===== config.mk =====
export PLATFORM = sky130hd
export DESIGN_NAME = can_timer
export DESIGN_NICKNAME = d
export VERILOG_FILES = /design/src/verilog/can_timer_pkg.sv /design/src/verilog/can_timer.sv /design/src/verilog/capture_word.sv /design/src/verilog/stamp_bank.sv
export VERILOG_INCLUDE_DIRS = /design/src /design/src/verilog
export SDC_FILE = /design/constraint.sdc
export NUM_CORES = 1
export LEC_CHECK = 0
export BUFFER_PORTS_ARGS = -buffer_cell sky130_fd_sc_hd__buf_2
export CORE_MARGIN = 5
export CORE_UTILIZATION = 55
export DETAILED_ROUTE_END_ITERATION = 8
export PLACE_DENSITY = 0.75
export SLEW_MARGIN = 20
export SYNTH_ARGS = -nofsm -noshare
export SYNTH_HDL_FRONTEND = slang
export SYNTH_HIERARCHICAL = 1
export SYNTH_SLANG_ARGS = --single-unit

===== constraint.sdc =====
create_clock -name clk -period 2.25 [get_ports clk]
set_input_delay 0.45 -clock clk [delete_from_list [all_inputs] [get_ports clk]]
set_output_delay 0.45 -clock clk [all_outputs]
set_load 0.02 [all_outputs]

===== src/verilog/can_timer_defines.svh =====
`ifndef CAN_TIMER_DEFINES_SVH
`define CAN_TIMER_DEFINES_SVH

// special function register addresses
`define ADDR_GIT     8'h9B
`define ADDR_TEC     8'h9C
`define ADDR_REC     8'h9D
`define ADDR_TTCL    8'hA4
`define ADDR_TTCH    8'hA5
`define ADDR_GCON    8'hAB
`define ADDR_TIML    8'hAC
`define ADDR_TIMH    8'hAD
`define ADDR_STMPL   8'hAE
`define ADDR_STMPH   8'hAF

// general interrupt flag register layout
`define GIT_SUMMARY  7
`define GIT_TIMER_OVERFLOW_FLAG   5
`define GIT_OVRBUF   4
`define GIT_FLAG_W   6
`define GIT_FLAG_RST 6'h00

// reset values, counter limit and step
`define GCON_RST     8'h00
`define BYTE_ZERO    8'h00
`define WORD_ZERO    16'h0000
`define CNT_RST      8'h00
`define CNT_MAX      8'hFF
`define CNT_ONE      8'h01

// timer
`define TIMER_MAX    16'hFFFF
`define TIMER_ONE    16'h0001
`define TICK_DIV_DEF 8'h08
`define PRESC_ONE    8'h01

// channels
`define NUM_CH       15
`define CH_W         4

`endif


===== src/verilog/can_timer_pkg.sv =====
package can_timer_pkg;

    typedef struct packed {
        logic abort_req;
        logic overload_req;
        logic time_triggered_mode_bit;
        logic sync_eof;
        logic listen_only;
        logic test;
        logic enable;
        logic general_reset;
    } gcon_t;

    typedef struct packed {
        logic [7:0] addr;
        logic wr;
        logic rd;
        logic [7:0] wdata;
    } sfr_req_t;

    typedef struct packed {
        logic sof;
        logic eof;
        logic rx_ok;
        logic tx_ok;
        logic [3:0] channel;
    } frame_evt_t;

    typedef struct packed {
        logic buffer_full;
        logic stuff_err;
        logic crc_err;
        logic form_err;
        logic ack_err;
    } err_evt_t;

    typedef struct packed {
        logic tec_up;
        logic tec_down;
        logic rec_up;
        logic rec_down;
    } cnt_evt_t;

    typedef struct packed {
        logic tx_start;
        logic retransmit;
        logic ack;
    } core_req_t;

endpackage


===== src/verilog/can_timer.sv =====
// Functional notes
// sixteen-bit timer readable as two bytes
// timer counts only while controller enabled
// time-triggered mode captures timer on frame edge
// capture works only with time-triggered bit set
// time-triggered frames are never retransmitted
// each message stamps its channel register
// receive stamp taken with receive-complete event
// transmit stamp taken with transmit-complete event
// timer counts up and wraps to zero
// wrap raises overflow request when enabled
// listen-only mode sends no acknowledge
// listen-only mode starts no transmission
// listen-only mode still records error flags
// listen-only mode freezes both error counters
// software tunes bit timing until error-free
// only software leaves listen-only mode
// software clears overflow flag to acknowledge
// captures take both bytes from one cycle
// timer advances once per prescaled tick
`timescale 1ns/1ps
`include "can_timer_defines.svh"

module can_timer
#(
    parameter logic [7:0] TICK_DIV = `TICK_DIV_DEF
)
(
    // clock and reset
    input wire logic clk,
    input wire logic rstn,
    // special function register port
    input wire can_timer_pkg::sfr_req_t sfr,
    input wire logic [3:0] page,
    output logic [7:0] sfr_rdata,
    // system interrupt enable
    input wire logic overflow_irq_enable,
    output logic timer_overflow_irq,
    // events from the protocol engine
    input wire can_timer_pkg::frame_evt_t frame_evt,
    input wire can_timer_pkg::err_evt_t err_evt,
    input wire can_timer_pkg::cnt_evt_t cnt_evt,
    input wire can_timer_pkg::core_req_t core_req,
    // grants back to the protocol engine
    output can_timer_pkg::core_req_t core_grant,
    output logic controller_enable,
    output logic [7:0] tx_err_count,
    output logic [7:0] rx_err_count
);
    import can_timer_pkg::*;

    gcon_t gcon, next_gcon;
    logic [15:0] timer, next_timer;
    logic [7:0] presc, next_presc;
    logic tick, wrap;
    logic [`GIT_FLAG_W-1:0] flags, next_flags;
    logic [7:0] tec, next_tec;
    logic [7:0] rec, next_rec;
    logic [7:0] high_shadow, next_high_shadow;
    logic [7:0] rdata, next_rdata;
    logic next_irq;
    core_req_t next_grant;
    logic ttc_load, stamp_load;
    logic [15:0] ttc_q, stamp_q;
    logic wr_gcon, wr_git, rd_timl;

    assign wr_gcon = sfr.wr && (sfr.addr == `ADDR_GCON);
    assign wr_git = sfr.wr && (sfr.addr == `ADDR_GIT);
    assign rd_timl = sfr.rd && (sfr.addr == `ADDR_TIML);

    // general control; mode bits change only on software writes
    always_comb
    begin
        next_gcon = gcon;
        // general reset bit clears itself after one cycle
        next_gcon.general_reset = 1'b0;
        if (wr_gcon)
        begin
            next_gcon = gcon_t'(sfr.wdata);
        end
    end

    always_ff @(posedge clk or negedge rstn)
    begin
        if (!rstn)
        begin
            gcon <= gcon_t'(`GCON_RST);
        end
        else
        begin
            gcon <= next_gcon;
        end
    end

    // prescaler and timer
    assign tick = gcon.enable && (presc == TICK_DIV - `PRESC_ONE);
    assign wrap = tick && (timer == `TIMER_MAX);

    always_comb
    begin
        next_presc = presc;
        next_timer = timer;
        if (gcon.general_reset)
        begin
            next_presc = `CNT_RST;
            next_timer = `WORD_ZERO;
        end
        else if (gcon.enable)
        begin
            next_presc = tick ? `CNT_RST : presc + `PRESC_ONE;
            if (tick)
            begin
                // natural 16-bit rollover gives the cyclic base
                next_timer = timer + `TIMER_ONE;
            end
        end
    end

    always_ff @(posedge clk or negedge rstn)
    begin
        if (!rstn)
        begin
            presc <= `CNT_RST;
            timer <= `WORD_ZERO;
        end
        else
        begin
            presc <= next_presc;
            timer <= next_timer;
        end
    end

    // time-triggered capture on start or end of frame
    assign ttc_load = gcon.time_triggered_mode_bit && gcon.enable &&
        (gcon.sync_eof ? frame_evt.eof : frame_evt.sof);

    capture_word ttc_capture
    (
        .clk(clk),
        .rstn(rstn),
        .load(ttc_load),
        .value(timer),
        .q(ttc_q)
    );

    // channel stamping on completion events
    assign stamp_load = frame_evt.rx_ok || frame_evt.tx_ok;

    stamp_bank stamps
    (
        .clk(clk),
        .rstn(rstn),
        .wr_en(stamp_load),
        .wr_idx(frame_evt.channel),
        .wr_data(timer),
        .rd_idx(page),
        .rd_data(stamp_q)
    );

    // sticky flags; writing 0 clears, a same-cycle event wins
    always_comb
    begin
        next_flags = flags;
        if (wr_git)
        begin
            next_flags = flags & sfr.wdata[`GIT_FLAG_W-1:0];
        end
        if (wrap)
        begin
            next_flags[`GIT_TIMER_OVERFLOW_FLAG] = 1'b1;
        end
        if (err_evt.buffer_full)
        begin
            next_flags[`GIT_OVRBUF] = 1'b1;
        end
        // error flags keep updating in listen-only mode
        next_flags[3:0] = next_flags[3:0] | {err_evt.stuff_err,
            err_evt.crc_err, err_evt.form_err, err_evt.ack_err};
        next_irq = next_flags[`GIT_TIMER_OVERFLOW_FLAG] && overflow_irq_enable;
    end

    always_ff @(posedge clk or negedge rstn)
    begin
        if (!rstn)
        begin
            flags <= `GIT_FLAG_RST;
            timer_overflow_irq <= 1'b0;
        end
        else
        begin
            flags <= next_flags;
            timer_overflow_irq <= next_irq;
        end
    end

    // error counters, frozen while only listening
    always_comb
    begin
        next_tec = tec;
        next_rec = rec;
        if (gcon.general_reset)
        begin
            next_tec = `CNT_RST;
            next_rec = `CNT_RST;
        end
        else if (!gcon.listen_only)
        begin
            if (cnt_evt.tec_up && tec != `CNT_MAX)
            begin
                next_tec = tec + `CNT_ONE;
            end
            else if (cnt_evt.tec_down && tec != `CNT_RST)
            begin
                next_tec = tec - `CNT_ONE;
            end
            if (cnt_evt.rec_up && rec != `CNT_MAX)
            begin
                next_rec = rec + `CNT_ONE;
            end
            else if (cnt_evt.rec_down && rec != `CNT_RST)
            begin
                next_rec = rec - `CNT_ONE;
            end
        end
    end

    always_ff @(posedge clk or negedge rstn)
    begin
        if (!rstn)
        begin
            tec <= `CNT_RST;
            rec <= `CNT_RST;
        end
        else
        begin
            tec <= next_tec;
            rec <= next_rec;
        end
    end

    assign tx_err_count = tec;
    assign rx_err_count = rec;

    // grants to the protocol engine
    always_comb
    begin
        next_grant.tx_start = core_req.tx_start && gcon.enable &&
            !gcon.listen_only;
        // one shot only in time-triggered mode
        next_grant.retransmit = core_req.retransmit && gcon.enable &&
            !gcon.listen_only && !gcon.time_triggered_mode_bit;
        next_grant.ack = core_req.ack && gcon.enable &&
            !gcon.listen_only;
    end

    always_ff @(posedge clk or negedge rstn)
    begin
        if (!rstn)
        begin
            core_grant <= '0;
            controller_enable <= 1'b0;
        end
        else
        begin
            core_grant <= next_grant;
            controller_enable <= next_gcon.enable;
        end
    end

    // register reads answer one cycle after the strobe
    always_comb
    begin
        next_high_shadow = high_shadow;
        next_rdata = rdata;
        if (rd_timl)
        begin
            // high byte frozen so a low-then-high read is coherent
            next_high_shadow = timer[15:8];
        end
        if (sfr.rd)
        begin
            unique case (sfr.addr)
                `ADDR_GCON: next_rdata = gcon;
                `ADDR_GIT: next_rdata = {|flags, 1'b0, flags};
                `ADDR_TEC: next_rdata = tec;
                `ADDR_REC: next_rdata = rec;
                `ADDR_TIML: next_rdata = timer[7:0];
                `ADDR_TIMH: next_rdata = high_shadow;
                `ADDR_TTCL: next_rdata = ttc_q[7:0];
                `ADDR_TTCH: next_rdata = ttc_q[15:8];
                `ADDR_STMPL: next_rdata = stamp_q[7:0];
                `ADDR_STMPH: next_rdata = stamp_q[15:8];
                default: next_rdata = `BYTE_ZERO;
            endcase
        end
    end

    always_ff @(posedge clk or negedge rstn)
    begin
        if (!rstn)
        begin
            high_shadow <= `BYTE_ZERO;
            rdata <= `BYTE_ZERO;
        end
        else
        begin
            high_shadow <= next_high_shadow;
            rdata <= next_rdata;
        end
    end

    assign sfr_rdata = rdata;
endmodule


===== src/verilog/capture_word.sv =====
`timescale 1ns/1ps
`include "can_timer_defines.svh"

module capture_word
(
    // clock and reset
    input wire logic clk,
    input wire logic rstn,
    // load side
    input wire logic load,
    input wire logic [15:0] value,
    // held copy
    output logic [15:0] q
);
    logic [15:0] next_q;

    // both bytes come from one cycle, never torn
    always_comb
    begin
        next_q = q;
        if (load)
        begin
            next_q = value;
        end
    end

    always_ff @(posedge clk or negedge rstn)
    begin
        if (!rstn)
        begin
            q <= `WORD_ZERO;
        end
        else
        begin
            q <= next_q;
        end
    end
endmodule


===== src/verilog/stamp_bank.sv =====
`timescale 1ns/1ps
`include "can_timer_defines.svh"

module stamp_bank
(
    // clock and reset
    input wire logic clk,
    input wire logic rstn,
    // write side
    input wire logic wr_en,
    input wire logic [3:0] wr_idx,
    input wire logic [15:0] wr_data,
    // read side
    input wire logic [3:0] rd_idx,
    output logic [15:0] rd_data
);
    logic [15:0] mem [`NUM_CH];
    logic [15:0] next_mem [`NUM_CH];

    always_comb
    begin
        for (int i = 0; i < `NUM_CH; i++)
        begin
            next_mem[i] = mem[i];
        end
        // page 15 has no channel behind it
        if (wr_en && (int'(wr_idx) < `NUM_CH))
        begin
            next_mem[wr_idx] = wr_data;
        end
        rd_data = `WORD_ZERO;
        if (int'(rd_idx) < `NUM_CH)
        begin
            rd_data = mem[rd_idx];
        end
    end

    always_ff @(posedge clk or negedge rstn)
    begin
        if (!rstn)
        begin
            for (int i = 0; i < `NUM_CH; i++)
            begin
                mem[i] <= `WORD_ZERO;
            end
        end
        else
        begin
            mem <= next_mem;
        end
    end
endmodule

==> impl_metrics.env, run 1 <==
export IMPL_status="finished, violations left"
export IMPL_violations="negative setup slack"
export IMPL_avgRoutedWirePerCell_um=22.49
export IMPL_clk_path_buf_depth=3
export IMPL_yosysTopAreaCell="dfrtp_1"
export IMPL_die_area_mm2=0.03339
export IMPL_pwr_share_clk=0.399
export IMPL_intPower_mw=11.22
export IMPL_core_mm2=0.02956
export IMPL_ir_drop_v=0.0004924
export IMPL_fin_cells=1826
export IMPL_clk_pin_slew_worst_paths_ns=0.06
export IMPL_ios=74
export IMPL_worst_setup_path_end_kind="register"
export IMPL_fill_cells=2142
export IMPL_crit_fanout=6
export IMPL_drt_initial_drc_count=767
export IMPL_drt_antenna_violating_nets=0
export IMPL_fin_ws_ns=-0.02837
export IMPL_p_comb_frac=0.194
export IMPL_routed_wl_mm=41.07
export IMPL_hold_ws_ns=0.1192
export IMPL_maxSlewHeadroom=0.2375
export IMPL_startpoint_type="register"
export IMPL_reg2reg_depth=9
export IMPL_ys_async_sr_fraction=1.000
export IMPL_io_buffers=73
export IMPL_fin_nets=1470
export IMPL_synth_seq_cells=330
export IMPL_worst_slew_pin_slew_ns=1.143
export IMPL_diodes=0
export IMPL_syn_cell_area_mm2=0.01641
export IMPL_grt_use_total=0.2489
export IMPL_switching_share=0.2700
export IMPL_cellPowerDensity_mw_per_mm2=791.8
export IMPL_hpwl_mm=26.75
export IMPL_fin_util=0.6564
export IMPL_grt_pass1_vias=11750
export IMPL_critical_path_class="reg -> reg"
export IMPL_rows=63
export IMPL_ys_warnings_count=6
export IMPL_place_ws_ns=-0.3033
export IMPL_ys_flop_type="dfrtp_1"
export IMPL_rsz0062_at_grt="yes"
export IMPL_syn_instance_count=1256
export IMPL_gp_congestion=0.9364
export IMPL_hold_depth=2
export IMPL_fmaxAchievable_mhz=438.9
export IMPL_die_h_um=182.7
export IMPL_cap_violations=0
export IMPL_grt_pass1_wl_mm=66.01
export IMPL_grt_max_degree=65
export IMPL_hold_path_class="in -> reg"
export IMPL_numClockSinks=330
export IMPL_synth_top_area_frac=0.5033
export IMPL_layout_common_cells="dfrtp_1, mux2_2, buf_4, buf_2, mux2i_1"
export IMPL_ys_seq_area_frac=0.5033
export IMPL_ys_types=72
export IMPL_maxSlewViolCount=0
export IMPL_initial_utilization=0.5551
export IMPL_cts_tree="done"
export IMPL_placedCellCount=1753
export IMPL_drc=0
export IMPL_die_w_um=182.7
export IMPL_finalCriticalPeriod_ns=2.278
export IMPL_synth_edf_count=0
export IMPL_area_growth_pct=18.26
export IMPL_cts_root_buf="clkbuf_16"
export IMPL_hold_viol=0
export IMPL_p_switching_mw=4.147
export IMPL_via_count=11230
export IMPL_p_total_mw=15.36
export IMPL_period_share=1.013
export IMPL_htreeDepth=2
export IMPL_clk_latency_ns=0.53
export IMPL_synth_area_top_cells="dfrtp_1, mux2_2, mux4_2"
export IMPL_antenna_found_initial=0
export IMPL_p_leak_nw=9.264
export IMPL_drive_gt1_frac=0.4359
export IMPL_critPathArrivalTime_ns=2.65
export IMPL_viasPerCell=6.147
export IMPL_drt_first_pass_iters=5
export IMPL_finalSetupViolCount=1
export IMPL_crit_required_ns=2.62
export IMPL_cts_buffers=36
export IMPL_synthesis_nets=1317
export IMPL_final_setup_skew_ns=0.02507
export IMPL_postSynthAreaPerCell_um2=13.06
export IMPL_layout_commonest_cell="dfrtp_1"
export IMPL_power_frac_seq=0.407
export IMPL_overflow=0
cells by family (layout without fill, tap and decap cells):
group | count (synthesis) | after routing | synth area share
flops | 330 | 330 | 0.5033
simple gates | 237 | 237 | 0.07824
buf+inv | 104 | 284 | 0.03264
mux | 389 | 389 | 0.2971
xor+xnor | 23 | 23 | 0.01228
compound gates | 157 | 157 | 0.06337
fa+ha+maj | 16 | 16 | 0.01312
Yosys cell counts (5+ instances only):
master / n
nor2b_1: 12
nor4_1: 11
buf_2: 26
o21a_1: 6
xor2_1: 7
buf_4: 9
a21o_1: 6
o21ai_1: 5
a31oi_1: 5
nand2b_1: 23
a21oi_1: 29
nor2_1: 49
dfrtp_1: 330
and3_1: 12
or4_1: 5
mux2i_1: 67
or3_1: 6
mux4_2: 48
inv_1: 15
nand3_1: 14
nor2_2: 8
nand4_1: 15
a22oi_1: 25
nor3_1: 8
a311oi_1: 6
nand2_1: 45
o21ai_0: 39
xnor2_1: 16
mux2_4: 10
mux2_2: 264
ha_1: 14
buf_6: 5
clkbuf_1: 39
final cells by class:
| type | count | area, um2 | area share |
|---|---|---|---|
| clock buffer | 54 | 1111 | 0.05726 |
| clock inverter | 11 | 141.4 | 0.007287 |
| inverter | 17 | 63.81 | 0.003289 |
| multi-input combinational | 822 | 7685 | 0.3961 |
| sequential | 330 | 8278 | 0.4266 |
| tap | 390 | 488.0 | 0.02515 |
| timing repair buffer | 202 | 1637 | 0.08434 |
sequential cells by signal, indices dropped and copies added, names as in the netlist, 7 cells and up:
name	cells
high_shadow	8
stamps/mem	240
rx_err_count	8
sfr_rdata	8
gcon	7
presc	8
tx_err_count	8
ttc_capture/q	16
timer	16
through the flow:
stage | TNS, ns | instance area [um2]
floorplan | -0.2301 | 16500
global route | -0.2209 | 19400
detailed placement | -2.186 | 18050
global placement | -2.006 | 18050
CTS | -0.01245 | 19360
finish | -0.02837 | 19400
power by group through the flow:
| stage | Combinational, mW | Clock, mW | Sequential (mW) |
|---|---|---|---|
| after floorplan | 1.38 | 0 | 6.67 |
| after global placement | 2.80 | 0 | 6.35 |
| after detailed placement | 2.88 | 0 | 6.36 |
| after CTS | 2.92 | 6.23 | 6.25 |
| after global routing | 3.25 | 6.49 | 6.28 |
| final | 2.98 | 6.13 | 6.25 |
per-layer routing:
| layer | global-route usage | vias up | routed length [um] |
|---|---|---|---|
| met4 | 0.07625 | 0 | 1244 |
| met5 | 0 | - | 0 |
| met1 | 0.3378 | 5809 | 17110 |
| met3 | 0.03408 | 99 | 2203 |
| li1 | - | 4954 | - |
| met2 | 0.4212 | 363 | 20520 |
critical path, cell delays in order (launching register included):
cell and delay [ns]:
dfrtp_2 0.36, nand4_1 0.14, o21ai_4 0.29, inv_2 0.08, fa_2 0.38, nor2b_2 0.14, o31a_1 0.18, nor4b_1 0.08
o41ai_2 0.37, a21oi_1 0.10
path summary, 6_finish.rpt:
| path | start | end | slack [ns] |
|---|---|---|---|
| worst max-delay path | rx_err_count[7] | rx_err_count[6] | -0.03 |
| worst min-delay path | err_evt[4] | flags[4] | 0.12 |
| worst max register to register | rx_err_count[7] | rx_err_count[6] | -0.03 |
| worst min register to register | high_shadow[5] | high_shadow[5] | 0.50 |
| max in group asynchronous | rstn | stamps/mem[190] | 1.10 |
| min in group asynchronous | rstn | tx_err_count[2] | 0.42 |
timing repair:
item                                    4_1_cts  5_1_grt
setup buffers                                 4        3
pin swaps                                     4        6
hold endpoints to repair                     38        0
endpoints found under the setup margin        2        9
gates resized for setup                       2        7
hold buffers                                  1        0
No activity file was read; power rests on OpenSTA's default activity.
==> run 2, diff against run 1 <==
GPL_TIMING_DRIVEN = 0   (was unset)
SETUP_SLACK_MARGIN = 0.1   (was unset)
==> run 2 against run 1 <==
The run still ends with negative setup slack left. Worst hold slack improved by 0.0031 ns. Largest power group unchanged. Clock skew fell by 0.0048 ns. Global-route usage fell by 0.37 points. Design area fell by 1.5%. Clock-buffer cell count rose by 1.
==> impl_metrics.env, run 2 (synthesized netlist as in run 1, its figures left out) <==
export IMPL_cts_tree="done"
export IMPL_viasPerCell=6.134
export IMPL_area_growth_pct=16.51
export IMPL_crit_family="compound AO/OA/AOI/OAI gates"
export IMPL_grt_pass1_vias=11520
export IMPL_htreeDepth=2
export IMPL_ir_drop_v=0.0005304
export IMPL_regArea_mm2=0.008282
export IMPL_rows=63
export IMPL_core_mm2=0.02956
export IMPL_multiInputGateArea_mm2=0.007820
export IMPL_drive_gt1_frac=0.4175
export IMPL_clk_pin_slew_worst_paths_ns=0.06
export IMPL_p_switching_mw=4.255
export IMPL_overflow=0
export IMPL_clk_path_buf_depth=3
export IMPL_critPathArrivalTime_ns=2.73
export IMPL_postPlaceCellArea_mm2=0.01745
export IMPL_final_setup_skew_ns=0.02027
export IMPL_fill_cells=2168
export IMPL_layout_commonest_cell="dfrtp_1"
export IMPL_hold_ws_ns=0.1223
export IMPL_switching_share=0.2783
export IMPL_p_comb_frac=0.196
export IMPL_maxSlewViolCount=0
export IMPL_routed_wl_mm=40.90
export IMPL_io_buffers=67
export IMPL_drc=0
export IMPL_layout_common_cells="dfrtp_1, mux2_2, buf_2, mux2i_1"
export IMPL_cts_root_buf="clkbuf_16"
export IMPL_antenna_found_initial=0
export IMPL_crit_required_ns=2.61
export IMPL_critical_path_class="reg -> reg"
export IMPL_slowest_delay_ns=0.39
export IMPL_pwr_share_clk=0.392
export IMPL_hold_path_class="in -> reg"
export IMPL_reg_largest_list="stamps/mem x240, timer x16, ttc_capture/q x16"
export IMPL_rsz0062_at_grt="yes"
export IMPL_die_area_mm2=0.03339
export IMPL_violations="negative setup slack"
export IMPL_period_share=1.054
export IMPL_clk_latency_ns=0.53
export IMPL_largest_register="stamps/mem"
export IMPL_startpoint_type="register"
export IMPL_grt_use_total=0.2452
export IMPL_power_frac_seq=0.412
export IMPL_via_count=11130
export IMPL_grt_max_degree=100
export IMPL_numClockSinks=330
export IMPL_worst_slew_pin_slew_ns=0.7251
export IMPL_p_leak_nw=8.989
export IMPL_path_buf_inv=0
export IMPL_drt_antenna_violating_nets=0
export IMPL_cap_violations=0
export IMPL_die_w_um=182.7
export IMPL_final_cell_area_mm2=0.01912
export IMPL_fin_nets=1458
export IMPL_cellPowerDensity_mw_per_mm2=799.8
export IMPL_maxSlewHeadroom=0.5166
export IMPL_crit_fanout=5
export IMPL_fmaxAchievable_mhz=421.9
export IMPL_ios=74
export IMPL_worst_path_max_delay_cell="dfrtp_2"
export IMPL_hold_viol=0
export IMPL_fin_ws_ns=-0.1204
export IMPL_worst_setup_path_end_kind="register"
export IMPL_drt_initial_drc_count=918
export IMPL_intPower_mw=11.04
export IMPL_grt_pass1_wl_mm=64.76
export IMPL_tns_ns=-0.1779
export IMPL_diodes=0
export IMPL_status="finished, violations left"
export IMPL_drt_first_pass_iters=5
export IMPL_gp_congestion=0.9227
export IMPL_finalSetupViolCount=2
export IMPL_initial_utilization=0.5551
export IMPL_cp_cell_sequence="nand4_1 > o21ai_4 > ha_4 > nor2b_4 > o31a_1 > and3b_1 > o41ai_2 > a21oi_1"
export IMPL_avgRoutedWirePerCell_um=22.53
export IMPL_finalCriticalPeriod_ns=2.370
export IMPL_hpwl_mm=28.18
export IMPL_die_h_um=182.7
export IMPL_largest_register_ffs=240
export IMPL_cts_buffers=36
[run 2: layer usage]
layer / vias up / share of wire / GRT usage
li1: 4923 / - / -
met1: 5714 / 0.43 / 0.3362
met2: 397 / 0.48 / 0.4064
met3: 100 / 0.061 / 0.03727
met4: 0 / 0.032 / 0.07866
met5: - / 0 / 0
[run 2: final cells by class]
cell class | count | area share
sequential | 330 | 0.4332
multi-input combinational | 822 | 0.4091
clock buffer | 55 | 0.05668
timing repair buffer | 103 | 0.03672
buffer | 87 | 0.02840
tap | 390 | 0.02553
clock inverter | 11 | 0.007069
inverter | 17 | 0.003338
[run 2: what timing repair did]
action                                 CTS  global route
gates resized for setup                 26            27
setup endpoints to repair               16            22
pin swaps                               20            28
buffers inserted                        26             6
endpoints found under the hold margin   54             0
hold buffers                             1             0
[run 2: worst paths after layout]
path	start	endpoint	slack (ns)	cells past startpoint
setup / recovery	rx_err_count[2]	rx_err_count[6]	-0.12	8
hold / removal	err_evt[1]	flags[1]	0.12	2
setup reg to reg	rx_err_count[2]	rx_err_count[6]	-0.12	8
hold reg to reg	high_shadow[5]	high_shadow[5]	0.48	2
max in group asynchronous	rstn	stamps/mem[180]	0.95	3
min in group asynchronous	rstn	core_grant[0]	0.47	2
[run 2: power groups by stage]
stage          combinational, mW  clock, mW  sequential [mW]
6_report                    2.99       5.99             6.31
4_1_cts                     2.83       6.11             6.30
5_1_grt                     3.24       6.34             6.32
2_1_floorplan               1.38          0             6.67
3_3_place_gp                2.13          0             6.62
3_5_place_dp                2.22          0             6.63
[run 2: through the flow]
| step | setup slack (ns) | instances | power, mW | utilization |
|---|---|---|---|---|
| 2_1_floorplan | -0.1193 | 1256 | 8.057 | - |
| 3_3_place_gp | -6.098 | 1713 | 8.750 | 0.5871 |
| 3_5_place_dp | -0.7573 | 1716 | 8.844 | 0.5903 |
| 4_1_cts | -0.1405 | 1809 | 15.24 | 0.6420 |
| 5_1_grt | -0.1968 | 1815 | 15.89 | 0.6467 |
| 6_report | -0.1204 | 1815 | 15.29 | 0.6467 |
==> run 3, diff against run 2 <==
SYNTH_HIERARCHICAL = unset   (was 1)
==> run 3 against run 2 <==
The run still ends with negative setup slack left. Flip-flop and latch count did not move. Sequential power barely moved. Fmax fell by 0.46%. Via count rose by 5.3%. Clock-buffer cell count fell by 5. Critical path depth rose by 1. Sequential share of layout area barely moved. Synthesized area fell by 1.1%. First-iteration DRC count rose by 13%. Combinational power rose by 22%. Die area fell by 1.0%. Clock skew fell by 0.0046 ns.
==> impl_metrics.env, run 3 <==
export IMPL_drt_initial_drc_count=1036
export IMPL_ios=74
export IMPL_clk_pin_slew_worst_paths_ns=0.06
export IMPL_cts_root_buf="clkbuf_16"
export IMPL_yosys_cell_count_top_type="dfrtp_1"
export IMPL_cellPowerDensity_mw_per_mm2=824.3
export IMPL_hold_viol=0
export IMPL_worst_slew_pin_slew_ns=0.9471
export IMPL_ys_flop_type="dfrtp_1"
export IMPL_synth_mux_area_frac=0.2783
export IMPL_die_area_mm2=0.03305
export IMPL_initial_utilization=0.5521
export IMPL_fin_cells=1835
export IMPL_rows=63
export IMPL_numClockSinks=330
export IMPL_status="finished, violations left"
export IMPL_avgRoutedWirePerCell_um=25.64
export IMPL_die_w_um=181.8
export IMPL_largest_register_ffs=240
export IMPL_yosys_top_cells_count="dfrtp_1, mux2_2, clkbuf_1, nand2_1, nor2_1"
export IMPL_io_buffers=67
export IMPL_cts_tree="done"
export IMPL_crit_required_ns=2.66
export IMPL_final_setup_skew_ns=0.01568
export IMPL_grt_pass1_wl_mm=72.31
export IMPL_fin_nets=1481
export IMPL_rsz0062_at_grt="yes"
export IMPL_routed_wl_mm=47.06
export IMPL_drt_first_pass_iters=5
export IMPL_p_leak_nw=8.868
export IMPL_synthSimpleGateAreaFrac=0.08417
export IMPL_fill_cells=2109
export IMPL_ys_warnings_count=0
export IMPL_clk_path_buf_depth=3
export IMPL_viasPerCell=6.387
export IMPL_synth_edf_count=0
export IMPL_critical_path_class="reg -> reg"
export IMPL_drive_gt1_frac=0.4138
export IMPL_synth_top_family_by_area="multiplexers"
export IMPL_maxSlewViolCount=0
export IMPL_via_count=11720
export IMPL_critPathArrivalTime_ns=2.79
export IMPL_fmaxAchievable_mhz=419.9
export IMPL_crit_fanout=4
export IMPL_fin_util=0.6501
export IMPL_synth_area_top_cells="dfrtp_1, mux2_2, mux4_2"
export IMPL_ys_seq_area_frac=0.5087
export IMPL_drt_antenna_violating_nets=0
export IMPL_gp_congestion=0.9240
export IMPL_place_ws_ns=-0.6943
export IMPL_synth_xor_area_frac=0.01295
export IMPL_finalSetupViolCount=1
export IMPL_fin_ws_ns=-0.1314
export IMPL_ys_types=74
export IMPL_maxSlewHeadroom=0.3634
export IMPL_die_h_um=181.8
export IMPL_postSynthAreaPerCell_um2=12.77
export IMPL_core_mm2=0.02940
export IMPL_cts_buffers=35
export IMPL_synthesis_nets=1332
export IMPL_syn_instance_count=1271
export IMPL_ir_drop_v=0.0006233
export IMPL_hold_path_class="in -> reg"
export IMPL_placedCellCount=1731
export IMPL_htreeDepth=2
export IMPL_synth_fa_ha_area_frac=0.01326
export IMPL_ys_async_sr_fraction=1.000
export IMPL_clk_latency_ns=0.53
export IMPL_grt_pass1_vias=12130
export IMPL_yosysTopAreaCell="dfrtp_1"
export IMPL_drc=0
export IMPL_startpoint_type="register"
export IMPL_diodes=0
export IMPL_synth_seq_cells=330
export IMPL_largest_register="stamps.mem"
export IMPL_overflow=0
export IMPL_worst_setup_path_end_kind="register"
export IMPL_synth_top_area_frac=0.5087
export IMPL_p_total_mw=15.76
export IMPL_hpwl_mm=31.19
export IMPL_area_growth_pct=17.75
export IMPL_finalCriticalPeriod_ns=2.381
export IMPL_grt_max_degree=103
export IMPL_period_share=1.058
export IMPL_cap_violations=0
export IMPL_synth_compound_area_frac=0.07083
export IMPL_layout_common_cells="dfrtp_1, mux2_2, buf_2, clkbuf_1, nand2_1"
export IMPL_layout_commonest_cell="dfrtp_1"
export IMPL_antenna_found_initial=2
export IMPL_hold_ws_ns=0.1191
export IMPL_syn_cell_area_mm2=0.01623
export IMPL_violations="negative setup slack"
export IMPL_grt_use_total=0.2828
export IMPL_reg_largest_list="stamps.mem x240, timer x16, ttc_capture.q x16"
[run 3: layout make-up]
| cell class | instances | area (um2) | area share |
|---|---|---|---|
| flip-flops and latches | 330 | 8278 | 0.4331 |
| multi-input cells | 827 | 7888 | 0.4126 |
| clock buffers | 50 | 1013 | 0.05302 |
| repair buffers | 111 | 777.0 | 0.04065 |
| well taps | 390 | 488.0 | 0.02553 |
| plain buffers | 94 | 457.9 | 0.02396 |
| clock inverters | 12 | 131.4 | 0.006873 |
| inverters | 21 | 81.33 | 0.004255 |
[run 3: final timing paths]
path                                       from         endpoint  slack [ns]  depth (start not counted)
worst max-delay path            tx_err_count[5]  tx_err_count[7]       -0.13                          9
worst min-delay path                 err_evt[4]         flags[4]        0.12                          2
worst max register to register  tx_err_count[5]  tx_err_count[7]       -0.13                          9
worst min register to register  stamps.mem[195]  stamps.mem[195]        0.48                          2
max in group asynchronous                  rstn   stamps.mem[68]        0.54                          4
min in group asynchronous                  rstn  tx_err_count[4]        0.55                          2
[run 3: cell families (layout without fill, tap and decap cells)]
family / count (synthesis) / after routing
mux: 363 / 363
flops: 330 / 330
buf+inv: 115 / 288
xor+xnor: 24 / 24
fa+ha+maj: 16 / 16
simple gates: 258 / 258
compound gates: 165 / 166
[run 3: critical path: stages (launching register included)]
cell and delay [ns]:
dfrtp_2 0.39, nand4_1 0.17, o21ai_4 0.27, buf_6 0.16, ha_4 0.20, a21oi_4 0.15
o2111ai_1 0.14, o211ai_1 0.20, mux2i_1 0.24, mux2_2 0.34
[run 3: where the power goes]
| part | switching, mW | leakage, nW | internal, mW |
|---|---|---|---|
| combinational | 2.02 | 3.79 | 1.62 |
| sequential | 0.173 | 4.51 | 6.17 |
| clock | 2.39 | 0.564 | 3.39 |
[run 3: per-layer routing]
metal / vias up / part of all wire / GRT usage
met3: 132 / 0.069 / 0.05028
met4: 2 / 0.047 / 0.1312
met2: 518 / 0.48 / 0.4560
li1: 4987 / - / -
met5: - / 0.00028 / 0
met1: 6082 / 0.40 / 0.3758
[run 3: repair_timing]
action,in CTS,in global routing
pin swaps,23,21
endpoints found under the hold margin,50,0
setup buffers,26,14
endpoints found under the setup margin,55,73
hold buffers,1,0
gates resized for setup,41,51
cloned,1,0
[run 3: stage by stage]
step	instance area [um2]	setup TNS (ns)
floorplan	16300	-0.1434
global placement	17120	-1855.37
detailed placement	17210	-47.35
CTS	18770	-0.1106
global route	19110	-0.7090
finish	19110	-0.1314
